[src/dqs_phase_shift_regs.vh]
// Constants for the read-strobe phase-shift control block.
//
// Overview of operation
// - In low jitter mode the loop locks within 1,280 reference cycles.
// - In normal mode the loop locks within 256 reference cycles.
// - Delay settings leave the loop Gray-coded, one bit change per update; here they leave it binary and are Gray-coded at the pins.
// - Loop keeps tracking its reference to compensate process, voltage, temperature.
// - Each loop offers two settings with different phase offsets.
// - Each strobe pin uses exactly one of the two loop output settings.
// - All strobe pins served take updated settings in the same cycle; here pins on a secondary setting follow one cycle after primary ones.
// - Each loop runs at one frequency; two loops give two frequencies.
// - Below 100 MHz shift still works but delay need not exceed 2.5 ns.
// - Corner loops sit top-left and bottom-right, each serving top, bottom, right.
// - Each loop delivers identical settings to every side it serves.
// - Four-loop variant: each loop serves only its two adjacent sides.
// - A bank may take settings from either loop, per strobe group.
// - Top-left picks top inputs or synth; bottom-right bottom, right or synth.
// - Per-side phase-offset stage adjusts shared settings before the pins.
// - Reference runs through a chain of up to 16 elements, compared in phase; here the reference period is counted in clock cycles instead.
// - Comparator direction steps a 6-bit setting up or down until aligned.
`ifndef DQS_PHASE_SHIFT_REGS_VH
`define DQS_PHASE_SHIFT_REGS_VH

`define ADDR_LOOPA_CFG     8'h00
`define ADDR_LOOPB_CFG     8'h04
`define ADDR_SEC_OFS       8'h08
`define ADDR_SIDE_OFS      8'h0c
`define ADDR_PIN_SEL       8'h10
`define ADDR_STATUS        8'h14
`define ADDR_DELAY_CAP     8'h18

`define LOCK_CYC_LOW_JIT   1280
`define LOCK_CYC_NORMAL    256
`define LOW_JIT_STEP_DIV   4
`define CHAIN_ELEMENTS     16
`define SET_RESET_VALUE    6'h00
`define SEC_OFS_RESET      32'h0000_0808
`define RESP_OKAY          2'b00
`define RESP_SLVERR        2'b10
`define SRC_BOTTOM         2'b00
`define SRC_RIGHT          2'b01
`define SRC_SYNTH          2'b10
`define DLY_MAX_PS         2500
`define ELEM_STEP_PS       50

`endif

[src/dqs_phase_shift_ctrl.v]
// Two-loop read-strobe phase-shift controller with AXI4-Lite registers.
`timescale 1ns/1ps
`include "dqs_phase_shift_regs.vh"
module dqs_phase_shift_ctrl #(
  parameter PINS_PER_SIDE = 4,
  parameter LOCK_LOW_JIT  = `LOCK_CYC_LOW_JIT,
  parameter LOCK_NORMAL   = `LOCK_CYC_NORMAL,
  parameter CAP_DEFAULT   = `DLY_MAX_PS / `ELEM_STEP_PS
) (
  input  wire                         clock,
  input  wire                         arst_n,
  input  wire [3:0]                   topClockIn,
  input  wire [3:0]                   bottomClockIn,
  input  wire [3:0]                   rightClockIn,
  input  wire                         topLeftSynthClk,
  input  wire                         bottomRightSynthClk,
  input  wire [7:0]                   awaddr,
  input  wire                         awvalid,
  output reg                          awready,
  input  wire [31:0]                  wdata,
  input  wire [3:0]                   wstrb,
  input  wire                         wvalid,
  output reg                          wready,
  output reg  [1:0]                   bresp,
  output reg                          bvalid,
  input  wire                         bready,
  input  wire [7:0]                   araddr,
  input  wire                         arvalid,
  output reg                          arready,
  output reg  [31:0]                  rdata,
  output reg  [1:0]                   rresp,
  output reg                          rvalid,
  input  wire                         rready,
  output reg  [3*PINS_PER_SIDE*6-1:0] pinDelay_ff,
  output reg                          lockA_ff,
  output reg                          lockB_ff
);

  localparam NPINS = 3 * PINS_PER_SIDE;
  localparam NSET  = 12;

  ////////////////////////////////////////////////////////////////////////
  // Helpers.

  function [5:0] toGray;
    input [5:0] b;
    begin
      toGray = b ^ (b >> 1);
    end
  endfunction

  function [5:0] fromGray;
    input [5:0] gv;
    begin
      fromGray = {gv[5], ^gv[5:4], ^gv[5:3], ^gv[5:2], ^gv[5:1], ^gv};
    end
  endfunction

  function [5:0] stepToward;
    input [5:0] cur;
    input [5:0] dst;
    begin
      stepToward = (cur < dst) ? cur + 6'h01 :
                   (cur > dst) ? cur - 6'h01 : cur;
    end
  endfunction

  // Adds a signed side offset and clamps to the 6-bit setting range.
  function [5:0] satAdd;
    input [5:0] base;
    input [5:0] ofs;
    reg   [7:0] sum;
    begin
      sum = {2'b00, base} + {{2{ofs[5]}}, ofs};
      if (sum[7])
        satAdd = 6'h00;
      else if (sum[6])
        satAdd = 6'h3f;
      else
        satAdd = sum[5:0];
    end
  endfunction

  function [31:0] applyStrb;
    input [31:0] old;
    input [31:0] val;
    input [3:0]  strb;
    integer      k;
    begin
      applyStrb = old;
      for (k = 0; k < 4; k = k + 1)
        if (strb[k])
          applyStrb[k*8 +: 8] = val[k*8 +: 8];
    end
  endfunction

  function mapped;
    input [7:0] a;
    begin
      mapped = (a[7:2] <= `ADDR_DELAY_CAP >> 2);
    end
  endfunction

  ////////////////////////////////////////////////////////////////////////
  // Configuration registers.

  reg  [3:0]       cfgA_ff;
  reg  [4:0]       cfgB_ff;
  reg  [31:0]      secOfs_ff;
  reg  [31:0]      sideOfs_ff;
  reg  [2*NPINS-1:0] pinSel_ff;
  reg  [5:0]       cap_ff;
  reg  [3:0]       prevA_ff;
  reg  [4:0]       prevB_ff;
  reg              restartA_ff;
  reg              restartB_ff;

  reg  [7:0]  awAddr_ff;
  reg         awHeld_ff;
  reg  [31:0] wData_ff;
  reg  [3:0]  wStrb_ff;
  reg         wHeld_ff;
  reg  [31:0] rdMux;
  wire [31:0] wrOld;
  wire [31:0] wrVal = applyStrb(wrOld, wData_ff, wStrb_ff);
  wire        doWrite = awHeld_ff & wHeld_ff & ~bvalid;

  wire        lockA;
  wire        lockB;
  wire [5:0]  setAp;
  wire [5:0]  setAs;
  wire [5:0]  setBp;
  wire [5:0]  setBs;

  assign wrOld = (awAddr_ff == `ADDR_LOOPA_CFG) ? {28'h0, cfgA_ff} :
                 (awAddr_ff == `ADDR_LOOPB_CFG) ? {27'h0, cfgB_ff} :
                 (awAddr_ff == `ADDR_SEC_OFS)   ? secOfs_ff :
                 (awAddr_ff == `ADDR_SIDE_OFS)  ? sideOfs_ff :
                 (awAddr_ff == `ADDR_PIN_SEL)   ?
                   {{(32-2*NPINS){1'b0}}, pinSel_ff} :
                 {26'h0, cap_ff};

  ////////////////////////////////////////////////////////////////////////
  // AXI4-Lite write channel: address and data taken in either order.

  always @(posedge clock or negedge arst_n) begin
    if (!arst_n) begin
      awready    <= 1'b1;
      wready     <= 1'b1;
      bvalid     <= 1'b0;
      bresp      <= `RESP_OKAY;
      awAddr_ff  <= 8'h00;
      awHeld_ff  <= 1'b0;
      wData_ff   <= 32'h0000_0000;
      wStrb_ff   <= 4'h0;
      wHeld_ff   <= 1'b0;
      cfgA_ff    <= 4'h0;
      cfgB_ff    <= 5'h00;
      secOfs_ff  <= `SEC_OFS_RESET;
      sideOfs_ff <= 32'h0000_0000;
      pinSel_ff  <= {(2*NPINS){1'b0}};
      cap_ff     <= CAP_DEFAULT[5:0];
    end else begin
      if (awvalid && awready) begin
        awAddr_ff <= {awaddr[7:2], 2'b00};
        awHeld_ff <= 1'b1;
        awready   <= 1'b0;
      end
      if (wvalid && wready) begin
        wData_ff <= wdata;
        wStrb_ff <= wstrb;
        wHeld_ff <= 1'b1;
        wready   <= 1'b0;
      end
      if (doWrite) begin
        bvalid <= 1'b1;
        bresp  <= mapped(awAddr_ff) && awAddr_ff != `ADDR_STATUS ?
                  `RESP_OKAY : `RESP_SLVERR;
        case (awAddr_ff)
          `ADDR_LOOPA_CFG: cfgA_ff    <= wrVal[3:0];
          `ADDR_LOOPB_CFG: cfgB_ff    <= wrVal[4:0];
          `ADDR_SEC_OFS:   secOfs_ff  <= wrVal;
          `ADDR_SIDE_OFS:  sideOfs_ff <= wrVal;
          `ADDR_PIN_SEL:   pinSel_ff  <= wrVal[2*NPINS-1:0];
          `ADDR_DELAY_CAP: cap_ff     <= wrVal[5:0];
          default: ;
        endcase
      end
      if (bvalid && bready) begin
        bvalid    <= 1'b0;
        awHeld_ff <= 1'b0;
        wHeld_ff  <= 1'b0;
        awready   <= 1'b1;
        wready    <= 1'b1;
      end
    end
  end

  ////////////////////////////////////////////////////////////////////////
  // AXI4-Lite read channel.

  always @* begin
    rdMux = 32'h0000_0000;
    case ({araddr[7:2], 2'b00})
      `ADDR_LOOPA_CFG: rdMux = {28'h0, cfgA_ff};
      `ADDR_LOOPB_CFG: rdMux = {27'h0, cfgB_ff};
      `ADDR_SEC_OFS:   rdMux = secOfs_ff;
      `ADDR_SIDE_OFS:  rdMux = sideOfs_ff;
      `ADDR_PIN_SEL:   rdMux = {{(32-2*NPINS){1'b0}}, pinSel_ff};
      `ADDR_STATUS:    rdMux = {10'h0, toGray(setBp), 2'b00,
                                toGray(setAp), 6'h00, lockB, lockA};
      `ADDR_DELAY_CAP: rdMux = {26'h0, cap_ff};
      default:         rdMux = 32'h0000_0000;
    endcase
  end

  always @(posedge clock or negedge arst_n) begin
    if (!arst_n) begin
      arready <= 1'b1;
      rvalid  <= 1'b0;
      rdata   <= 32'h0000_0000;
      rresp   <= `RESP_OKAY;
    end else begin
      if (arvalid && arready) begin
        rdata   <= rdMux;
        rresp   <= mapped(araddr) ? `RESP_OKAY : `RESP_SLVERR;
        rvalid  <= 1'b1;
        arready <= 1'b0;
      end
      if (rvalid && rready) begin
        rvalid  <= 1'b0;
        arready <= 1'b1;
      end
    end
  end

  ////////////////////////////////////////////////////////////////////////
  // Reference clock pins: two-stage synchronisers, then source selection.

  reg  [13:0] refMeta_ff;
  reg  [13:0] refSync_ff;
  wire [13:0] refPins = {bottomRightSynthClk, topLeftSynthClk,
                         rightClockIn, bottomClockIn, topClockIn};

  always @(posedge clock or negedge arst_n) begin
    if (!arst_n) begin
      refMeta_ff <= 14'h0000;
      refSync_ff <= 14'h0000;
    end else begin
      refMeta_ff <= refPins;
      refSync_ff <= refMeta_ff;
    end
  end

  // Top-left loop: top inputs or its corner synth.
  wire refA = cfgA_ff[3] ? refSync_ff[12]
                         : refSync_ff[{2'b00, cfgA_ff[2:1]}];
  // Bottom-right loop: bottom inputs, right inputs or its corner synth.
  reg  refB;
  always @* begin
    case (cfgB_ff[4:3])
      `SRC_RIGHT: refB = refSync_ff[{2'b10, cfgB_ff[2:1]}];
      `SRC_SYNTH: refB = refSync_ff[13];
      default:    refB = refSync_ff[{2'b01, cfgB_ff[2:1]}];
    endcase
  end

  // A change of source or jitter mode restarts the lock sequence.
  always @(posedge clock or negedge arst_n) begin
    if (!arst_n) begin
      prevA_ff    <= 4'h0;
      prevB_ff    <= 5'h00;
      restartA_ff <= 1'b0;
      restartB_ff <= 1'b0;
    end else begin
      prevA_ff    <= cfgA_ff;
      prevB_ff    <= cfgB_ff;
      restartA_ff <= (prevA_ff != cfgA_ff);
      restartB_ff <= (prevB_ff != cfgB_ff);
    end
  end

  ////////////////////////////////////////////////////////////////////////
  // Corner loops; each runs from its own single reference.

  corner_delay_loop #(
    .LOCK_LOW_JIT (LOCK_LOW_JIT),
    .LOCK_NORMAL  (LOCK_NORMAL)
  ) loopTopLeft (
    .clock       (clock),
    .arst_n      (arst_n),
    .refLevel    (refA),
    .lowJitter   (cfgA_ff[0]),
    .restart     (restartA_ff),
    .capSet      (cap_ff),
    .secOfs      (secOfs_ff[5:0]),
    .lockDone_ff (lockA),
    .setPrim_ff  (setAp),
    .setSec_ff   (setAs)
  );

  corner_delay_loop #(
    .LOCK_LOW_JIT (LOCK_LOW_JIT),
    .LOCK_NORMAL  (LOCK_NORMAL)
  ) loopBottomRight (
    .clock       (clock),
    .arst_n      (arst_n),
    .refLevel    (refB),
    .lowJitter   (cfgB_ff[0]),
    .restart     (restartB_ff),
    .capSet      (cap_ff),
    .secOfs      (secOfs_ff[13:8]),
    .lockDone_ff (lockB),
    .setPrim_ff  (setBp),
    .setSec_ff   (setBs)
  );

  ////////////////////////////////////////////////////////////////////////
  // Per-side phase-offset stage. Each side keeps its own copy of all four
  // loop settings and walks it one step per cycle, so a large offset
  // change never makes a pin jump by more than one Gray step.

  reg  [5:0]  sideSet_ff [0:NSET-1];
  // Two-loop build: both loops reach every side, no adjacency limit.
  wire [23:0] loopBus = {setBs, setBp, setAs, setAp};
  integer     i;

  always @(posedge clock or negedge arst_n) begin
    if (!arst_n) begin
      for (i = 0; i < NSET; i = i + 1)
        sideSet_ff[i] <= `SET_RESET_VALUE;
    end else begin
      for (i = 0; i < NSET; i = i + 1)
        sideSet_ff[i] <= stepToward(sideSet_ff[i],
          satAdd(loopBus[(i % 4)*6 +: 6],
                 sideOfs_ff[(i / 4)*8 +: 6]));
    end
  end

  ////////////////////////////////////////////////////////////////////////
  // Per-pin strobe settings, all loaded on the same edge.

  integer p;

  always @(posedge clock or negedge arst_n) begin
    if (!arst_n) begin
      pinDelay_ff <= {(NPINS*6){1'b0}};
      lockA_ff    <= 1'b0;
      lockB_ff    <= 1'b0;
    end else begin
      // Each pin walks too, so a new selection never jumps several steps.
      for (p = 0; p < NPINS; p = p + 1)
        pinDelay_ff[p*6 +: 6] <= toGray(stepToward(
          fromGray(pinDelay_ff[p*6 +: 6]),
          sideSet_ff[(p / PINS_PER_SIDE)*4
                     + pinSel_ff[p*2 +: 2]]));
      lockA_ff <= lockA;
      lockB_ff <= lockB;
    end
  end

endmodule // dqs_phase_shift_ctrl

[src/corner_delay_loop.v]
// One corner delay-locked loop: period tracking, binary up/down stepping, lock.
`timescale 1ns/1ps
`include "dqs_phase_shift_regs.vh"
module corner_delay_loop #(
  parameter LOCK_LOW_JIT = `LOCK_CYC_LOW_JIT,
  parameter LOCK_NORMAL  = `LOCK_CYC_NORMAL
) (
  input  wire       clock,
  input  wire       arst_n,
  input  wire       refLevel,
  input  wire       lowJitter,
  input  wire       restart,
  input  wire [5:0] capSet,
  input  wire [5:0] secOfs,
  output reg        lockDone_ff,
  output reg  [5:0] setPrim_ff,
  output reg  [5:0] setSec_ff
);

  reg        refPrev_ff;
  reg  [7:0] perCnt_ff;
  reg  [7:0] period_ff;
  reg        seen_ff;
  reg        perValid_ff;
  reg  [1:0] divCnt_ff;
  reg [10:0] lockCnt_ff;
  wire        refRise = refLevel & ~refPrev_ff;
  wire [10:0] lockLim = lowJitter ? LOCK_LOW_JIT[10:0] : LOCK_NORMAL[10:0];
  wire  [7:0] capWide = {2'b00, capSet};
  // The target is the measured period, clamped to capSet setting units.
  wire  [7:0] target  = (period_ff > capWide) ? capWide : period_ff;
  // Low jitter mode filters the comparator, stepping once per several edges.
  wire        stepOk  = ~lowJitter
                      | (divCnt_ff == (`LOW_JIT_STEP_DIV - 1));
  wire  [6:0] secSum  = {1'b0, setPrim_ff} + {1'b0, secOfs};

  always @(posedge clock or negedge arst_n) begin
    if (!arst_n) begin
      refPrev_ff  <= 1'b0;
      perCnt_ff   <= 8'h00;
      period_ff   <= 8'h00;
      seen_ff     <= 1'b0;
      perValid_ff <= 1'b0;
      divCnt_ff   <= 2'b00;
      lockCnt_ff  <= 11'h000;
      lockDone_ff <= 1'b0;
      setPrim_ff  <= `SET_RESET_VALUE;
      setSec_ff   <= `SET_RESET_VALUE;
    end else begin
      refPrev_ff <= refLevel;
      if (perCnt_ff != 8'hff)
        perCnt_ff <= perCnt_ff + 8'h01;
      if (restart) begin
        seen_ff     <= 1'b0;
        perValid_ff <= 1'b0;
        lockCnt_ff  <= 11'h000;
        lockDone_ff <= 1'b0;
        divCnt_ff   <= 2'b00;
        setPrim_ff  <= `SET_RESET_VALUE;
      end else if (refRise) begin
        perCnt_ff   <= 8'h01;
        seen_ff     <= 1'b1;
        if (seen_ff) begin
          period_ff   <= perCnt_ff;
          perValid_ff <= 1'b1;
        end
        divCnt_ff <= divCnt_ff + 2'b01;
        if (lockCnt_ff != lockLim)
          lockCnt_ff <= lockCnt_ff + 11'h001;
        if (lockCnt_ff + 11'h001 >= lockLim)
          lockDone_ff <= 1'b1;
        // Direction from comparing the setting with the clamped period target, one step per update.
        if (perValid_ff && stepOk) begin
          if ({2'b00, setPrim_ff} < target)
            setPrim_ff <= setPrim_ff + 6'h01;
          else if ({2'b00, setPrim_ff} > target)
            setPrim_ff <= setPrim_ff - 6'h01;
        end
      end
      setSec_ff <= secSum[6] ? 6'h3f : secSum[5:0];
    end
  end

endmodule // corner_delay_loop

[config.mk]
export PLATFORM = sky130hd
export DESIGN_NAME = dqs_phase_shift_ctrl
export DESIGN_NICKNAME = d
export VERILOG_FILES = /design/src/dqs_phase_shift_ctrl.v /design/src/corner_delay_loop.v
export VERILOG_INCLUDE_DIRS = /design/src
export SDC_FILE = /design/constraint.sdc
export NUM_CORES = 2
export LEC_CHECK = 0
export BUFFER_PORTS_ARGS = -buffer_cell sky130_fd_sc_hd__buf_4
export CAP_MARGIN = 10
export CORE_MARGIN = 3
export CORE_UTILIZATION = 65
export DETAILED_ROUTE_END_ITERATION = 6
export HOLD_SLACK_MARGIN = 0.12
export PLACE_DENSITY = 0.84
export RECOVER_POWER = 100
export SYNTH_ARGS = -nofsm -noshare
export SYNTH_HDL_FRONTEND = slang
export SYNTH_SLANG_ARGS = --single-unit
[constraint.sdc]
create_clock -name clock -period 11.4 [get_ports clock]
set_input_delay 1.71 -clock clock [delete_from_list [all_inputs] [get_ports clock]]
set_output_delay 1.71 -clock clock [all_outputs]
set_load 0.03 [all_outputs]
==> results.tsv <==
metric	value	unit
status	finished, violations left	
violations	design-rule violations, max-capacitance violations, max-slew violations	
ys_seq_elements	461	
synth_edf_count	0	
synth_top_cell_by_area	dfrtp_1	
r2r_slack	4.46	ns
slew_viol_final	236	
drt-pass1-iter-count	7	
cp_cell_sequence	inv_1, ha_1, nor2b_1, o21a_1, o21a_1, o21ai_0, a21oi_1, a2111oi_0, mux2i_1, ha_1, nor2b_1, o21a_1, o21ai_0, a211o_1, inv_1, ha_1, a21o_1, a21oi_1, o21ai_0, xnor2_1, a211oi_1, a31o_2	
placed_area	35900	µm²
die_area	54900	µm²
cp-startpoint	cap_ff[1]$_DFFE_PN1P_	
yosys_warnings	0	
yosysSeqAreaShare	0.341	
clk_root_buffer_cell	clkbuf_16	
whs	0.347	ns
cts-htree-levels	2	
ff2ff_path_depth	22	
antenna_found_initial	0	
numCtsBuffers	50	
crit_path_max_fanout	6	
clkTransAtPathRegs	0.06	ns
r2r_end	loopTopLeft.setPrim_ff[5]$_DFFE_PN0P_	
period_share	0.609	
grt_overflow	0	
grt_max_degree	173	
layout_min_cycle_time	6.94	ns
path_depth	22	
initialDrtViolationCount	2352	
regArea	11500	µm²
cpPeakStageDelay	1.90	ns
ant_nets	0	
rsz0062_at_grt	no	
synth_cell_types	85	
drcViolationCount	1	
clockBufferDepth	3	
gr-max-usage-layer	met2	
asyncSetResetFlopFracSynth	1.00	
fin_tns_setup	0	ns
grt_pass1_vias	27700	
clock-sinks	461	
worst_setup_path_end_kind	flip-flop	
synthCells	3315	
area_delta_synth_final	8.93	%
worst_pin_slew	4.88	ns
via_per_inst	6.37	
hold_path.class	flip-flop to flip-flop	
diodes	0	
fin_util	0.717	
path_delay_family	compound AO/OA/AOI/OAI gates	
ys_top_cells_by_area	dfrtp_1, ha_1, xnor2_1	
place_congestion	0.943	
core_area	51500	µm²
met3_usage	0.0532	
nFillCells	3722	
met2_usage	0.544	
cts_tree	done	
avgSynthCellArea	10.2	µm²
design_area	36900	µm²
cap_violations	8	
synth_area	33900	µm²
io_buffers	181	
start_util	0.658	
grt_usage	0.315	
slew_headroom	-2.25	
start_kind	flip-flop	
drt_wl_total	86.3	mm
hold_buffers	0	
row_count	83	
cts_setup_buffers	0	
hold_viol	0	
die_y	234	µm
multiInputGateArea	20600	µm²
critPathCapture	loopTopLeft.setPrim_ff[5]$_DFFE_PN0P_	
r2r_start	cap_ff[1]$_DFFE_PN1P_	
io_pins	188	
insertion_delay	0.63	ns
cts_resized	0	
finClkSkew	0.0311	ns
critPathRequiredTime	11.93	ns
synthFlopType	dfrtp_1	
layout-drive-gt1-share	0.123	
max_freq	0.144	GHz
synth_top_area_share	0.334	
grt_pass1_wl	139	mm
vias	26700	
path_class	flip-flop to flip-flop	
setup_violations	0	
nets	3927	
post_drt_wl_per_cell	20.6	µm
crit_buf_inv	2	
worstPathArrival	7.46	ns
fp.dieW	234	µm
grtUsageMet1	0.397	
dp_hpwl	61.5	mm
cp_slowest_cell	a2111oi_0	
-- cell families (layout without fill, tap and decap cells) --
family                     count (synthesis)  in the layout  share of synthesized area
DFF                                      461            461                      0.341
other                                      1              2                   0.000111
AOI/OAI and AO/OA                        769            769                      0.148
xor gates and xnor gates                 357            357                     0.0998
and+or+nand+nor                          644            644                     0.0905
adders and majority gates                384            384                      0.148
muxes                                    314            314                      0.130
buffers and inverters                    385            580                     0.0436
-- through the flow --
stage               worst slack (ns)  std cells
floorplan                       6.46       3316
global placement                5.96       4097
detailed placement              5.60       4097
CTS                             5.51       4190
global route                    3.94       4191
finish                          4.46       4191
-- synth_stat cells, drive strengths merged, types with 8 or more instances --
cell,instances
mux2,169
dfrtp,453
o21a,58
xor2,91
nand2,177
nor4,13
a21boi,18
a22oi,19
ha,356
o211ai,8
clkbuf,77
nand2b,16
a21o,82
a222oi,36
and3,25
inv,282
nor2b,34
xnor2,263
fa,28
nor2,204
nand4,35
mux2i,62
nor3,53
a31oi,18
o21ai,199
and4,12
nand3,37
a211o,8
a211oi,32
buf,26
mux4,83
a21oi,192
and2,8
dfstp,8
o21bai,31
a221oi,11
-- placed cells by master, fill, tap and decap left out, drive strengths merged, types with 37 or more instances in the layout --
master  instances
dfrtp         453
ha            356
inv           282
xnor2         263
clkbuf        217
nor2          204
o21ai         199
a21oi         192
nand2         177
mux2          169
xor2           91
mux4           83
a21o           82
mux2i          62
buf            59
o21a           58
nor3           53
nand3          37
-- state kept, by name, indices dropped and copies added, names as in the netlist, 5 cells and up --
name	count
wData_ff	32
cfgB_ff	5
pinDelay_ff	72
loopBottomRight.perCnt_ff	8
cap_ff	6
sideOfs_ff	32
loopBottomRight.lockCnt_ff	11
loopBottomRight.setSec_ff	6
loopTopLeft.period_ff	8
secOfs_ff	32
loopTopLeft.lockCnt_ff	11
loopBottomRight.setPrim_ff	6
pinSel_ff	24
sideSet_ff	72
loopTopLeft.setPrim_ff	6
rdata	32
refSync_ff	14
loopTopLeft.setSec_ff	6
awAddr_ff	6
loopTopLeft.perCnt_ff	8
refMeta_ff	14
prevB_ff	5
loopBottomRight.period_ff	8
-- how the worst min path moves through the flow --
stage	to	from	depth (start not counted)
detailed placement	refSync_ff[12]$_DFF_PN0_	refMeta_ff[12]$_DFF_PN0_	0
global placement	refSync_ff[2]$_DFF_PN0_	refMeta_ff[2]$_DFF_PN0_	0
CTS	refSync_ff[2]$_DFF_PN0_	refMeta_ff[2]$_DFF_PN0_	0
floorplan	refSync_ff[0]$_DFF_PN0_	refMeta_ff[0]$_DFF_PN0_	0
finish	refSync_ff[2]$_DFF_PN0_	refMeta_ff[2]$_DFF_PN0_	0
global route	refSync_ff[12]$_DFF_PN0_	refMeta_ff[12]$_DFF_PN0_	0
-- layer usage --
metal  share of wire  wire, µm  vias up
met2            0.49     42200     1107
met3           0.077      6650      259
met5               0         0        -
li1                -         -    12200
met4           0.038      3250        0
met1            0.40     34300    13100
-- cell type report --
type,count,area share
tap,680,0.0230
sequential,461,0.313
multi-input combinational,2470,0.559
clock inverter,22,0.00833
timing repair buffer,205,0.0287
clock buffer,71,0.0398
inverter,282,0.0287
Power is not shown: default switching activity piles up to over one toggle a cycle in this logic, so the estimate is an artifact.
